### src/include/power_seq_pkg.sv
package power_seq_pkg;

  // ****************************************************************
  // Clock and oscillator timing
  // ****************************************************************
  localparam int CLOCK_KHZ = 125000;
  localparam int OSC_KHZ = 8000;
  localparam int OSC_MIN_KHZ = 7000;
  localparam int OSC_MAX_KHZ = 9000;
  // Oscillator ticks are made by dividing the system clock, rounded down.
  localparam int OSC_DIV = CLOCK_KHZ / OSC_KHZ;

  // ****************************************************************
  // Filter times, in microseconds and in oscillator ticks
  // ****************************************************************
  localparam int VIO_SD_US = 100;
  localparam int VIO_SD_MIN_US = 80;
  localparam int VIO_SD_MAX_US = 120;
  localparam int VIO_SD_TICKS = VIO_SD_US * OSC_KHZ / 1000;
  localparam int TEMP_DELAY_US = 12;
  localparam int TEMP_TICKS = TEMP_DELAY_US * OSC_KHZ / 1000;
  localparam int EN_DEGLITCH_TICKS = 64;
  localparam int EN_COUNT_W = 16;

  // ****************************************************************
  // Reset values
  // ****************************************************************
  localparam logic RESET_LATCH = 1'b0;
  localparam logic RESET_PIN_OE_N = 1'b1;
  localparam logic RESET_RAILS = 1'b0;

  // ****************************************************************
  // Types
  // ****************************************************************
  typedef enum logic [2:0] {
    SEQ_OFF = 3'h0,
    SEQ_POWER_UP = 3'h1,
    SEQ_RUN_STANDALONE = 3'h2,
    SEQ_RUN_LATCHED = 3'h3,
    SEQ_RUN_UNLATCHED = 3'h4
  } seq_state_type;

  typedef struct packed {
    logic vin_above_on;
    logic vin_below_off;
    logic io_supply_high;
    logic io_supply_grounded;
    logic io_supply_uv;
    logic io_supply_sd;
  } supply_status_type;

  typedef struct packed {
    logic temp_warning;
    logic temp_shutdown;
    logic io_supply_uv_fault;
    logic enable_latch_hold;
    logic serial_mode;
  } seq_status_type;

  typedef struct packed {
    seq_state_type state;
    logic serial;
    logic latch;
    logic pin_oe_n;
    logic rails;
    logic uv_fault;
    logic [EN_COUNT_W-1:0] en_count;
  } seq_regs_type;

endpackage

### src/hdl/power_enable_fault_sequencer.sv
`timescale 1ns/1ps

module power_enable_fault_sequencer #(
  parameter int OSC_DIV = power_seq_pkg::OSC_DIV,
  parameter int EN_TICKS = power_seq_pkg::EN_DEGLITCH_TICKS,
  parameter int VIO_TICKS = power_seq_pkg::VIO_SD_TICKS,
  parameter int TEMP_TICKS = power_seq_pkg::TEMP_TICKS
) (
  input wire logic clock,
  input wire logic rst,
  input wire power_seq_pkg::supply_status_type supply,
  input wire logic fault_detect,
  input wire logic temp_warning_raw,
  input wire logic temp_shutdown_raw,
  input wire logic enable_latch_hold_clear,
  input wire logic io_supply_uv_fault_clear,
  input wire logic enable_fault_pin_in,
  output logic enable_fault_pin_out,
  output logic enable_fault_pin_oe_n,
  output logic rails_on,
  output power_seq_pkg::seq_state_type power_state,
  output power_seq_pkg::seq_status_type status
);

  // ****************************************************************
  // Timing base and filters
  // ****************************************************************
  logic tick;
  logic vio_sd_filtered;
  logic [1:0] temp_raw;
  logic [1:0] temp_filtered;

  osc_tick #(
    .DIV(OSC_DIV)
  ) u_osc_tick (
    .clock(clock),
    .rst(rst),
    .tick(tick)
  );

  deglitch_filter #(
    .TICKS(VIO_TICKS)
  ) u_vio_filter (
    .clock(clock),
    .rst(rst),
    .tick(tick),
    .raw(supply.io_supply_sd),
    .filtered(vio_sd_filtered)
  );

  assign temp_raw = {temp_shutdown_raw, temp_warning_raw};

  generate
    for (genvar i = 0; i < 2; i++) begin : g_temp
      deglitch_filter #(
        .TICKS(TEMP_TICKS)
      ) u_temp_filter (
        .clock(clock),
        .rst(rst),
        .tick(tick),
        .raw(temp_raw[i]),
        .filtered(temp_filtered[i])
      );
    end
  endgenerate

  // ****************************************************************
  // Sequencer
  // ****************************************************************
  power_seq_pkg::seq_regs_type r_reg;
  power_seq_pkg::seq_regs_type r_next;

  logic start_ok;
  logic pin_low;
  logic serial_running;
  logic io_shutdown;

  assign start_ok = enable_fault_pin_in && supply.vin_above_on && !supply.vin_below_off &&
                    (supply.io_supply_high || supply.io_supply_grounded);
  assign pin_low = !enable_fault_pin_in || !r_reg.pin_oe_n;
  assign serial_running = (r_reg.state == power_seq_pkg::SEQ_RUN_LATCHED) ||
                          (r_reg.state == power_seq_pkg::SEQ_RUN_UNLATCHED);
  // The filtered level is only meaningful in serial mode: a grounded supply
  // in stand-alone mode would otherwise look like a permanent shutdown.
  assign io_shutdown = vio_sd_filtered && r_reg.serial && (r_reg.state != power_seq_pkg::SEQ_OFF);

  always_comb begin
    r_next = r_reg;
    case (r_reg.state)
      power_seq_pkg::SEQ_OFF: begin
        r_next.rails = 1'b0;
        r_next.latch = 1'b0;
        r_next.pin_oe_n = 1'b1;
        r_next.en_count = '0;
        if (start_ok) begin
          r_next.state = power_seq_pkg::SEQ_POWER_UP;
          r_next.serial = supply.io_supply_high;
        end
      end
      power_seq_pkg::SEQ_POWER_UP: begin
        if (!enable_fault_pin_in) begin
          r_next.state = power_seq_pkg::SEQ_OFF;
        end else if (tick) begin
          if (r_reg.en_count == power_seq_pkg::EN_COUNT_W'(EN_TICKS - 1)) begin
            r_next.rails = 1'b1;
            if (r_reg.serial) begin
              r_next.state = power_seq_pkg::SEQ_RUN_LATCHED;
              r_next.latch = 1'b1;
            end else begin
              r_next.state = power_seq_pkg::SEQ_RUN_STANDALONE;
            end
          end else begin
            r_next.en_count = r_reg.en_count + power_seq_pkg::EN_COUNT_W'(1);
          end
        end
      end
      power_seq_pkg::SEQ_RUN_STANDALONE: begin
        if (!enable_fault_pin_in) begin
          r_next.state = power_seq_pkg::SEQ_OFF;
        end
      end
      power_seq_pkg::SEQ_RUN_LATCHED: begin
        r_next.pin_oe_n = !fault_detect;
        if (enable_latch_hold_clear) begin
          r_next.state = power_seq_pkg::SEQ_RUN_UNLATCHED;
          r_next.latch = 1'b0;
        end
      end
      power_seq_pkg::SEQ_RUN_UNLATCHED: begin
        r_next.pin_oe_n = !fault_detect;
        if (pin_low) begin
          r_next.state = power_seq_pkg::SEQ_OFF;
          r_next.pin_oe_n = 1'b1;
          r_next.rails = 1'b0;
        end
      end
      default: begin
        r_next.state = power_seq_pkg::SEQ_OFF;
      end
    endcase

    // A new undervoltage report wins over a clear in the same cycle.
    r_next.uv_fault = (r_reg.uv_fault && !io_supply_uv_fault_clear) ||
                      (serial_running && supply.io_supply_uv);

    if (io_shutdown) begin
      r_next.state = power_seq_pkg::SEQ_OFF;
      r_next.latch = 1'b0;
      r_next.pin_oe_n = 1'b1;
      r_next.rails = 1'b0;
    end
    if (supply.vin_below_off) begin
      r_next.state = power_seq_pkg::SEQ_OFF;
      r_next.rails = 1'b0;
      r_next.latch = 1'b0;
      r_next.pin_oe_n = 1'b1;
    end
    if (r_next.state == power_seq_pkg::SEQ_OFF) begin
      r_next.rails = 1'b0;
      r_next.pin_oe_n = 1'b1;
    end
  end

  always_ff @(posedge clock) begin
    if (rst) begin
      r_reg.state <= power_seq_pkg::SEQ_OFF;
      r_reg.serial <= 1'b0;
      r_reg.latch <= power_seq_pkg::RESET_LATCH;
      r_reg.pin_oe_n <= power_seq_pkg::RESET_PIN_OE_N;
      r_reg.rails <= power_seq_pkg::RESET_RAILS;
      r_reg.uv_fault <= 1'b0;
      r_reg.en_count <= '0;
    end else begin
      r_reg <= r_next;
    end
  end

  // ****************************************************************
  // Outputs
  // ****************************************************************
  // The pin is open drain: it is only ever pulled low, never driven high.
  assign enable_fault_pin_out = 1'b0;
  assign enable_fault_pin_oe_n = r_reg.pin_oe_n;
  assign rails_on = r_reg.rails;
  assign power_state = r_reg.state;
  assign status.temp_warning = temp_filtered[0];
  assign status.temp_shutdown = temp_filtered[1];
  assign status.io_supply_uv_fault = r_reg.uv_fault;
  assign status.enable_latch_hold = r_reg.latch;
  assign status.serial_mode = r_reg.serial;

  logic [15:0] sd_held;
  always_ff @(posedge clock) begin
    if (rst || !supply.io_supply_sd) begin
      sd_held <= '0;
    end else if (sd_held != 16'hffff) begin
      sd_held <= sd_held + 16'h0001;
    end
  end
endmodule

### src/hdl/osc_tick.sv
`timescale 1ns/1ps

// ****************************************************************
// Oscillator tick divider
// ****************************************************************
module osc_tick #(
  parameter int DIV = power_seq_pkg::OSC_DIV
) (
  input wire logic clock,
  input wire logic rst,
  output logic tick
);

  localparam int W = (DIV > 1) ? $clog2(DIV) : 1;

  typedef struct packed {
    logic [W-1:0] count;
    logic tick;
  } tick_regs_type;

  tick_regs_type r_reg;
  tick_regs_type r_next;

  always_comb begin
    r_next = r_reg;
    r_next.tick = 1'b0;
    if (r_reg.count == W'(DIV - 1)) begin
      r_next.count = '0;
      r_next.tick = 1'b1;
    end else begin
      r_next.count = r_reg.count + W'(1);
    end
  end

  always_ff @(posedge clock) begin
    if (rst) begin
      r_reg <= '0;
    end else begin
      r_reg <= r_next;
    end
  end

  assign tick = r_reg.tick;

endmodule

### src/hdl/deglitch_filter.sv
`timescale 1ns/1ps

// ****************************************************************
// Persistence filter on oscillator ticks
// ****************************************************************
// The output rises only after the raw level has been seen on TICKS
// consecutive ticks; it falls on the edge after the raw level drops.
module deglitch_filter #(
  parameter int TICKS = power_seq_pkg::TEMP_TICKS
) (
  input wire logic clock,
  input wire logic rst,
  input wire logic tick,
  input wire logic raw,
  output logic filtered
);

  localparam int W = $clog2(TICKS + 1);

  typedef struct packed {
    logic [W-1:0] count;
    logic filtered;
  } filt_regs_type;

  filt_regs_type r_reg;
  filt_regs_type r_next;

  always_comb begin
    r_next = r_reg;
    if (!raw) begin
      r_next.count = '0;
      r_next.filtered = 1'b0;
    end else if (tick && r_reg.count != W'(TICKS)) begin
      r_next.count = r_reg.count + W'(1);
      r_next.filtered = (r_reg.count == W'(TICKS - 1));
    end
  end

  always_ff @(posedge clock) begin
    if (rst) begin
      r_reg <= '0;
    end else begin
      r_reg <= r_next;
    end
  end

  assign filtered = r_reg.filtered;

endmodule

### config.mk
export PLATFORM = sky130hd
export DESIGN_NAME = power_enable_fault_sequencer
export DESIGN_NICKNAME = d
export VERILOG_FILES = /design/src/include/power_seq_pkg.sv /design/src/hdl/power_enable_fault_sequencer.sv /design/src/hdl/osc_tick.sv /design/src/hdl/deglitch_filter.sv
export SDC_FILE = /design/constraint.sdc
export NUM_CORES = 1
export LEC_CHECK = 0
export BUFFER_PORTS_ARGS = -buffer_cell sky130_fd_sc_hd__buf_2
export CORE_ASPECT_RATIO = 0.7
export CORE_UTILIZATION = 45
export DETAILED_ROUTE_END_ITERATION = 16
export SLEW_MARGIN = 25
export SYNTH_ARGS = -nofsm -noshare
export SYNTH_HDL_FRONTEND = slang
export SYNTH_HIERARCHICAL = 1
export SYNTH_SLANG_ARGS = --single-unit
export TNS_END_PERCENT = 10
### constraint.sdc
create_clock -name clock -period 2.2 [get_ports clock]
set_input_delay 0.22 -clock clock [delete_from_list [all_inputs] [get_ports clock]]
set_output_delay 0.22 -clock clock [all_outputs]
set_load 0.02 [all_outputs]
==> results.toml, run 1 <==
[layout]
final_common_cell = "dfxtp_1"
diodes = 0
syn2layout_area_growth_pct = 10.7
n_fill_cell = 611
most-common-layout-cells = "dfxtp_1 (55), nor2_1 (41), nand2_1 (29)"
multi_input_area_um2 = 1670
final_nets = 392
largest_reg_flops = 16
regArea_um2 = 1120
drive_above_1_share_pct = 17.6

[cts]
hold_buffers = 0
cts_root_buf = "clkbuf_8"
cts_tree = "built"
post_cts_resized = 0
cts_setup_buffers = 0
ctsHtreeMaxLevel = 2
clock-sinks = 56
cts_made_buffers = 5
clock_latency_ps = 300
cts.path.max_buffers = 2
clkTransAtPathRegs_ps = 100

[sta]
worst_slew_pin_slew_ps = 550
final.min_clock_period_ps = 2070
period_share_pct = 93.9
setup_viol_count_final = 0
drv_slew = 0
rsz0062_at_grt = "false"
clock.fmax_mhz = 484
finalHoldViolCount = 0
setup_tns_ps = 0
maxSlewHeadroom_pct = 63.3
finalWorstSetupSlack_ps = 134
fin_skew_ps = 10.2
hold_ws_ps = 140

[worst_setup_path]
crit_arrival_ps = 2290
cp_max_fo = 4
worst_setup_path_end_kind = "register"
worst-setup-path-type = "register to register"
required_ps = 2420
r2r_start = "r_reg[9]"
cp-startpoint = "r_reg[9]"
start_kind = "register"

[floorplan]
die-area_um2 = 6850
num_io_pins = 25
die-width_um = 98.5
fp-row-count = 24
die_h_um = 69.6
start_util_pct = 47.0
core_um2 = 6250

[placement]
io_buffers = 23
detailedPlace.worstSlack_ps = 158
gp_congestion = 0.817
hpwl_um = 4380

[yosys]
ys_seq_area_share_pct = 38.2
yosysUniqueCellTypes = 56
syn_nets = 364
yosys_warnings = 6
synth-edff-count = 0
synthFlopType = "dfxtp_1"
synth_area_um2 = 2930
syn_avg_cell_area_um2 = 8.60
synthArstFlopShare_pct = 0
ys_seq_elements = 56
postSynthCellCount = 341

[global_route]
grt_max_degree = 23
grt_pass1_vias = 2178
grt_pass1_wl_um = 10100
grt_usage_pct = 18.0
grt_antenna_before_repair = 0
overflow = 0

[power_and_ir_drop]
p_per_area_nw_per_um2 = 517
vdd_ir_drop_max_mv = 0.272
cellLeakagePower_nw = 1.12

[route]
vias_per_cell = 5.36
dr.pass1.iters = 6
post-route-drc-count = 0
wl_per_cell_um = 13.2
wl_um = 5900
vias = 2400
drt_iter0_markers = 128
antenna_left = 0

[outcome]
outcome = "completed"

[worst_hold_path]
min_path_type = "input pin to register"
hp-start = "supply[1]"

[flow_run]
maxCapViolCount = 0
[power breakdown]
part / total, W / switching (W) / internal [W]
logic: 0.0000703 / 0.0000420 / 0.0000283
registers: 0.00102 / 0.00000577 / 0.00102
clock network: 0.000584 / 0.000329 / 0.000256
total: 0.00168 / 0.000376 / 0.00130
[layout make-up]
type / count / share of cell area, %
clock buffers: 6 / 2.54
clock inverters: 2 / 0.462
inverters: 15 / 1.73
multi-input cells: 256 / 51.4
flip-flops and latches: 56 / 34.6
well taps: 78 / 3.01
repair buffers: 35 / 6.32
[worst max-delay path, cell delays in order, from the launching register on]
cell and delay, ps:
dfxtp_1 350, or4_4 580, nor4_4 310, nand2_1 110, or4_1 400, a211oi_1 240
[cell families (layout without fill, tap and decap cells)]
family	count (synthesis)	after routing	share of synthesized area (%)
AND/OR/NAND/NOR	163	163	31.6
other	1	1	0.128
multiplexers	9	9	3.07
flip-flops	56	56	38.2
XOR/XNOR	26	26	7.76
AO/OA/AOI/OAI	48	48	10.5
adder cells (fa/ha/maj)	9	9	3.84
buffers and inverters	29	58	4.95
[per-stage QoR]
step / cell area, um^2 / util [%] / total power (W) / cells
6_report: 3250 / 52.0 / 0.00168 / 448
5_1_grt: 3250 / 52.0 / 0.00176 / 448
4_1_cts: 3250 / 52.0 / 0.00171 / 448
3_5_place_dp: 3150 / 50.4 / 0.00112 / 440
3_3_place_gp: 3150 / 50.4 / 0.00112 / 440
2_1_floorplan: 2930 / - / 0.00109 / 341
[routing by layer]
| metal | up-vias | wire [um] | global-route usage [%] |
|---|---|---|---|
| met5 | - | 0 | 0 |
| li1 | 1266 | - | - |
| met1 | 1087 | 3190 | 26.9 |
| met2 | 42 | 2360 | 26.5 |
| met3 | 5 | 300 | 3.53 |
| met4 | 0 | 44 | 3.98 |
[cell usage after synthesis, types with 3 or more instances]
cell | count | area share, %
a31oi_1 | 3 | 0.64
mux2i_1 | 9 | 3.1
clkbuf_1 | 3 | 0.38
xnor2_1 | 11 | 3.3
nand2_1 | 29 | 3.7
nand3_1 | 17 | 2.9
inv_1 | 14 | 1.8
or4_1 | 3 | 0.77
o21ai_0 | 11 | 1.9
nor4_1 | 5 | 1.1
buf_4 | 7 | 1.8
or3_1 | 11 | 2.3
nor2_1 | 41 | 5.2
and3_2 | 3 | 0.77
nor3_1 | 6 | 1.0
xor2_1 | 15 | 4.5
nor4b_1 | 4 | 1.2
nand2b_1 | 5 | 1.1
a21oi_1 | 17 | 2.9
nand4_1 | 13 | 2.8
ha_1 | 9 | 3.8
dfxtp_1 | 56 | 38
nor2b_1 | 3 | 0.64
nand4b_1 | 3 | 0.90
[final timing paths]
kind | depth (start not counted) | end | slack, ps
setup / recovery | 5 | power_state[1] | 130
hold / removal | 3 | status[2] | 140
setup reg to reg | 5 | power_state[1] | 130
hold reg to reg | 2 | g_temp[0].u_temp_filter/filtered | 470
Note: power is estimated with default switching activity, not from simulation.
==> run 2, diff against run 1 <==
- clock period: 2.2 -> 2.5 ns (I/O delays scaled with it)
==> run 2 against run 1 <==
Effect of this change:
- maximum frequency down 4.0%
- hold slack better by 48 ps
- sequential share of layout area up 0.58 points
- via count decreased by 0.21%
- highest routed layer unchanged
- critical endpoint unchanged
- wire length is 1.6% lower
- critical path type unchanged
- sequential power shrank 12%
==> results.toml, run 2 (synthesis gave the netlist of run 1 again) <==
[power_and_ir_drop]
cellLeakagePower_nw = 1.09
p_comb_share_pct = 4.0
power.switching_w = 0.000321
internal_power_w = 0.00114
switching_share_pct = 21.9
p_per_area_nw_per_um2 = 460
p_seq_share_pct = 61.5
vdd_ir_drop_max_mv = 0.237
clockPowerShare_pct = 34.5

[floorplan]
die_h_um = 69.6
num_io_pins = 25
die-width_um = 98.5
core_um2 = 6250
die-area_um2 = 6850
start_util_pct = 47.0
fp-row-count = 24

[layout]
largest_reg_flops = 16
final_area_um2 = 3190
final_common_cell = "dfxtp_1"
drive_above_1_share_pct = 15.4
diodes = 0
final_nets = 385
fin_cells = 441
syn2layout_area_growth_pct = 8.70
fin_util_pct = 51.1
most-common-layout-cells = "dfxtp_1 (56), nor2_1 (41), nand2_1 (29)"

[cts]
cts_setup_buffers = 0
cts.path.max_buffers = 2
clock_latency_ps = 300
cts_tree = "built"
ctsHtreeMaxLevel = 2
clkTransAtPathRegs_ps = 100
clock-sinks = 56
cts_made_buffers = 5
post_cts_resized = 0
cts_root_buf = "clkbuf_8"
hold_buffers = 0

[route]
vias_per_cell = 5.43
antenna_left = 0
wl_um = 5800
dr.pass1.iters = 7
wl_per_cell_um = 13.2
post-route-drc-count = 0
drt_iter0_markers = 160
vias = 2395

[worst_setup_path]
cp_num_cells = 6
reg2reg_depth = 6
crit_slowest_cell = "or3b_2"
worst-setup-path-type = "register to register"
start_kind = "register"
worst_setup_path_end_kind = "register"
crit_end = "power_state[1]"
crit_chain = "ha_1, or3b_2, nor4_4, nand2_1, or4_1, a211oi_1"
rr_endpoint = "power_state[1]"
r2r_setup_slack_ps = 350
crit_arrival_ps = 2370
r2r_start = "r_reg[0]"
cp_max_fo = 5
max_stage_delay_ps = 500
critical-path-top-delay-family = "simple AND/OR/NAND/NOR gates"
required_ps = 2720
cp-startpoint = "r_reg[0]"
cp.buffers_inverters = 0

[sta]
drv_slew = 0
worst_slew_pin_slew_ps = 656
clock.fmax_mhz = 465
period_share_pct = 86.1
setup_tns_ps = 0
finalHoldViolCount = 0
rsz0062_at_grt = "false"
setup_viol_count_final = 0
fin_skew_ps = 8.73
final.min_clock_period_ps = 2150
maxSlewHeadroom_pct = 55.8
hold_ws_ps = 188

[global_route]
grt_pass1_wl_um = 10000
grt_max_degree = 23
grt_usage_pct = 18.0
overflow = 0
grt_antenna_before_repair = 0
grt_pass1_vias = 2119

[outcome]
outcome = "completed"

[placement]
hpwl_um = 4270
io_buffers = 23
placed_cells = 433
dpl_cell_area_um2 = 3100
gp_congestion = 0.813

[worst_hold_path]
min_path_type = "input pin to register"

[flow_run]
maxCapViolCount = 0
run 2: worst reg2reg max path: stages, from the launching register on:
cell	delay [ps]
dfxtp_1	410
ha_1	240
or3b_2	500
nor4_4	170
nand2_1	110
or4_1	410
a211oi_1	230
run 2: metrics by stage:
| stage | total power [W] | worst slack [ps] |
|---|---|---|
| floorplan | 0.000958 | 499 |
| global placement | 0.000981 | 467 |
| detailed placement | 0.000981 | 381 |
| CTS | 0.00149 | 354 |
| global route | 0.00153 | 232 |
| finish | 0.00147 | 348 |
run 2: layer usage:
metal  vias up  part of all wire (%)  global-route usage (%)
li1       1247                     -                       -
met4         0                  0.50                    3.48
met1      1086                    55                    27.9
met2        58                    39                    25.5
met5         -                     0                       0
met3         4                   4.9                    3.83
run 2: worst min-delay path by stage:
stage | start | to | slack [ps] | cells past startpoint
after detailed placement | g_temp[1].u_temp_filter/filtered | g_temp[1].u_temp_filter/filtered | 450 | 2
after CTS | supply[1] | status[2] | 190 | 3
after floorplan | rst | u_osc_tick/r_reg[3] | 310 | 1
after global routing | supply[1] | status[2] | 200 | 3
final | supply[1] | status[2] | 190 | 3
after global placement | g_temp[0].u_temp_filter/filtered | g_temp[0].u_temp_filter/filtered | 440 | 2
run 2: layout make-up:
type / instances / area, um^2
Fill cell: 602 / 3060
Multi-Input combinational cell: 256 / 1670
Sequential cell: 56 / 1120
Timing Repair Buffer: 28 / 153
Tap cell: 78 / 97.6
Clock buffer: 7 / 86.3
Inverter: 15 / 56.3
Clock inverter: 1 / 7.51
run 2: power by group through the flow:
stage	Clock (W)	Sequential [W]	Combinational [W]
finish	0.000506	0.000901	0.0000592
global route	0.000562	0.000903	0.0000680
CTS	0.000530	0.000902	0.0000590
detailed placement	0	0.000922	0.0000589
global placement	0	0.000922	0.0000591
floorplan	0	0.000921	0.0000374
==> run 3, diff against run 2 <==
- CORE_MARGIN: default -> 5
- RECOVER_POWER: default -> 50
==> run 3 against run 2 <==
Effect of this change:
- setup slack better by 33 ps
- global-route usage down 2.5 points
- clock skew up 4.9 ps
- critical path depth unchanged
- hold slack worse by 8.5 ps
- clock power down 4.5%
- cell area down 1.5%
- critical endpoint unchanged
- highest routed layer unchanged
==> results.toml, run 3 (synthesis gave the netlist of run 1 again) <==
[cts]
cts_made_buffers = 5
post_cts_resized = 0
clkTransAtPathRegs_ps = 100
cts.path.max_buffers = 2
cts_root_buf = "clkbuf_8"
cts_setup_buffers = 0
cts_tree = "built"
hold_buffers = 0
ctsHtreeMaxLevel = 2
clock_latency_ps = 310
clock-sinks = 56

[floorplan]
die-width_um = 107
core_um2 = 6280
fp-row-count = 24
die-area_um2 = 8260
start_util_pct = 46.8
num_io_pins = 25
die_h_um = 77.6

[outcome]
outcome = "completed"

[power_and_ir_drop]
p_comb_share_pct = 4.1
switching_share_pct = 23.1
clockPowerShare_pct = 33.4
internal_power_w = 0.00111
vdd_ir_drop_max_mv = 0.271
power.switching_w = 0.000334
cellLeakagePower_nw = 1.03
p_per_area_nw_per_um2 = 460
p_seq_share_pct = 62.4

[route]
drt_iter0_markers = 108
antenna_left = 0
dr.pass1.iters = 4
vias_per_cell = 5.53
post-route-drc-count = 0
wl_per_cell_um = 14.3
vias = 2438
wl_um = 6300

[layout]
syn2layout_area_growth_pct = 7.08
final_common_cell = "dfxtp_1"
most-common-layout-cells = "dfxtp_1 (56), nor2_1 (41), nand2_1 (29)"
diodes = 0
largest_reg_flops = 16
n_fill_cell = 634
drive_above_1_share_pct = 11.8
final_nets = 386

[sta]
maxSlewHeadroom_pct = 57.5
clock.fmax_mhz = 472
hold_ws_ps = 179
fin_skew_ps = 13.6
setup_tns_ps = 0
period_share_pct = 84.8
finalHoldViolCount = 0
rsz0062_at_grt = "false"
worst_slew_pin_slew_ps = 632
setup_viol_count_final = 0
final.min_clock_period_ps = 2120
drv_slew = 0

[placement]
hpwl_um = 4620
gp_congestion = 0.853
io_buffers = 23

[worst_hold_path]
min_path_type = "input pin to register"

[worst_setup_path]
start_kind = "register"
cp_max_fo = 4
crit_arrival_ps = 2350
worst_setup_path_end_kind = "register"
worst-setup-path-type = "register to register"
required_ps = 2730

[global_route]
overflow = 0
grt_max_degree = 23
grt_antenna_before_repair = 0
grt_pass1_vias = 2212
grt_usage_pct = 15.6
grt_pass1_wl_um = 10600

[flow_run]
maxCapViolCount = 0
==> run 3: cell types whose count changed in the layout (fill, tap and decap cells not counted), moves of 2 or more <==
cell / delta
buf_2: -8
clkbuf_1: +8
a31oi_1: +2
a31oi_2: -2
nand4_1: +2
nand4_2: -2
==> run 3: power by group through the flow <==
stage | Combinational (W) | Clock (W) | Sequential, W
2_1_floorplan | 0.0000374 | 0 | 0.000921
3_3_place_gp | 0.0000606 | 0 | 0.000922
3_5_place_dp | 0.0000606 | 0 | 0.000922
4_1_cts | 0.0000609 | 0.000502 | 0.000902
5_1_grt | 0.0000673 | 0.000549 | 0.000903
6_report | 0.0000595 | 0.000483 | 0.000902
==> run 3: per-stage QoR <==
| stage | utilization [%] | setup WS (ps) | cell area (um^2) | cells | power, W |
|---|---|---|---|---|---|
| CTS | 50.7 | 382 | 3180 | 441 | 0.00146 |
| finish | 50.1 | 381 | 3140 | 441 | 0.00144 |
| global route | 50.1 | 240 | 3140 | 441 | 0.00152 |
| global placement | 49.4 | 465 | 3100 | 434 | 0.000983 |
| detailed placement | 49.4 | 407 | 3100 | 434 | 0.000983 |
| floorplan | - | 499 | 2930 | 341 | 0.000958 |
==> run 3: layout make-up <==
type / instances / area [um^2] / share of cell area [%]
multi-input cells: 256 / 1640 / 52.2
flip-flops and latches: 56 / 1120 / 35.7
repair buffers: 29 / 146 / 4.66
well taps: 78 / 97.6 / 3.11
clock buffers: 5 / 68.8 / 2.19
inverters: 15 / 56.3 / 1.79
clock inverters: 2 / 12.5 / 0.398
==> run 3: path summary, 6_finish.rpt <==
check                              startpoint                                to  slack [ps]  cells past startpoint
max                                  r_reg[1]                    power_state[1]         380                      6
min                                 supply[1]                         status[2]         180                      3
max reg2reg                          r_reg[1]                    power_state[1]         380                      6
min reg2reg  g_temp[0].u_temp_filter/filtered  g_temp[0].u_temp_filter/filtered         470                      2
==> run 3: critical path: stages (launching register included) <==
cell      delay [ps]
dfxtp_1          400
ha_1             240
or3b_2           510
nor4_4           170
nand2_1          100
or4_1            400
a211oi_1         220
==> run 3: per-layer routing <==
metal,vias up,share of wire [%],track usage (%)
met2,51,40,21.7
met4,0,0.94,4.21
li1,1256,-,-
met5,-,0,0
met1,1126,54,23.6
met3,5,5.2,3.90
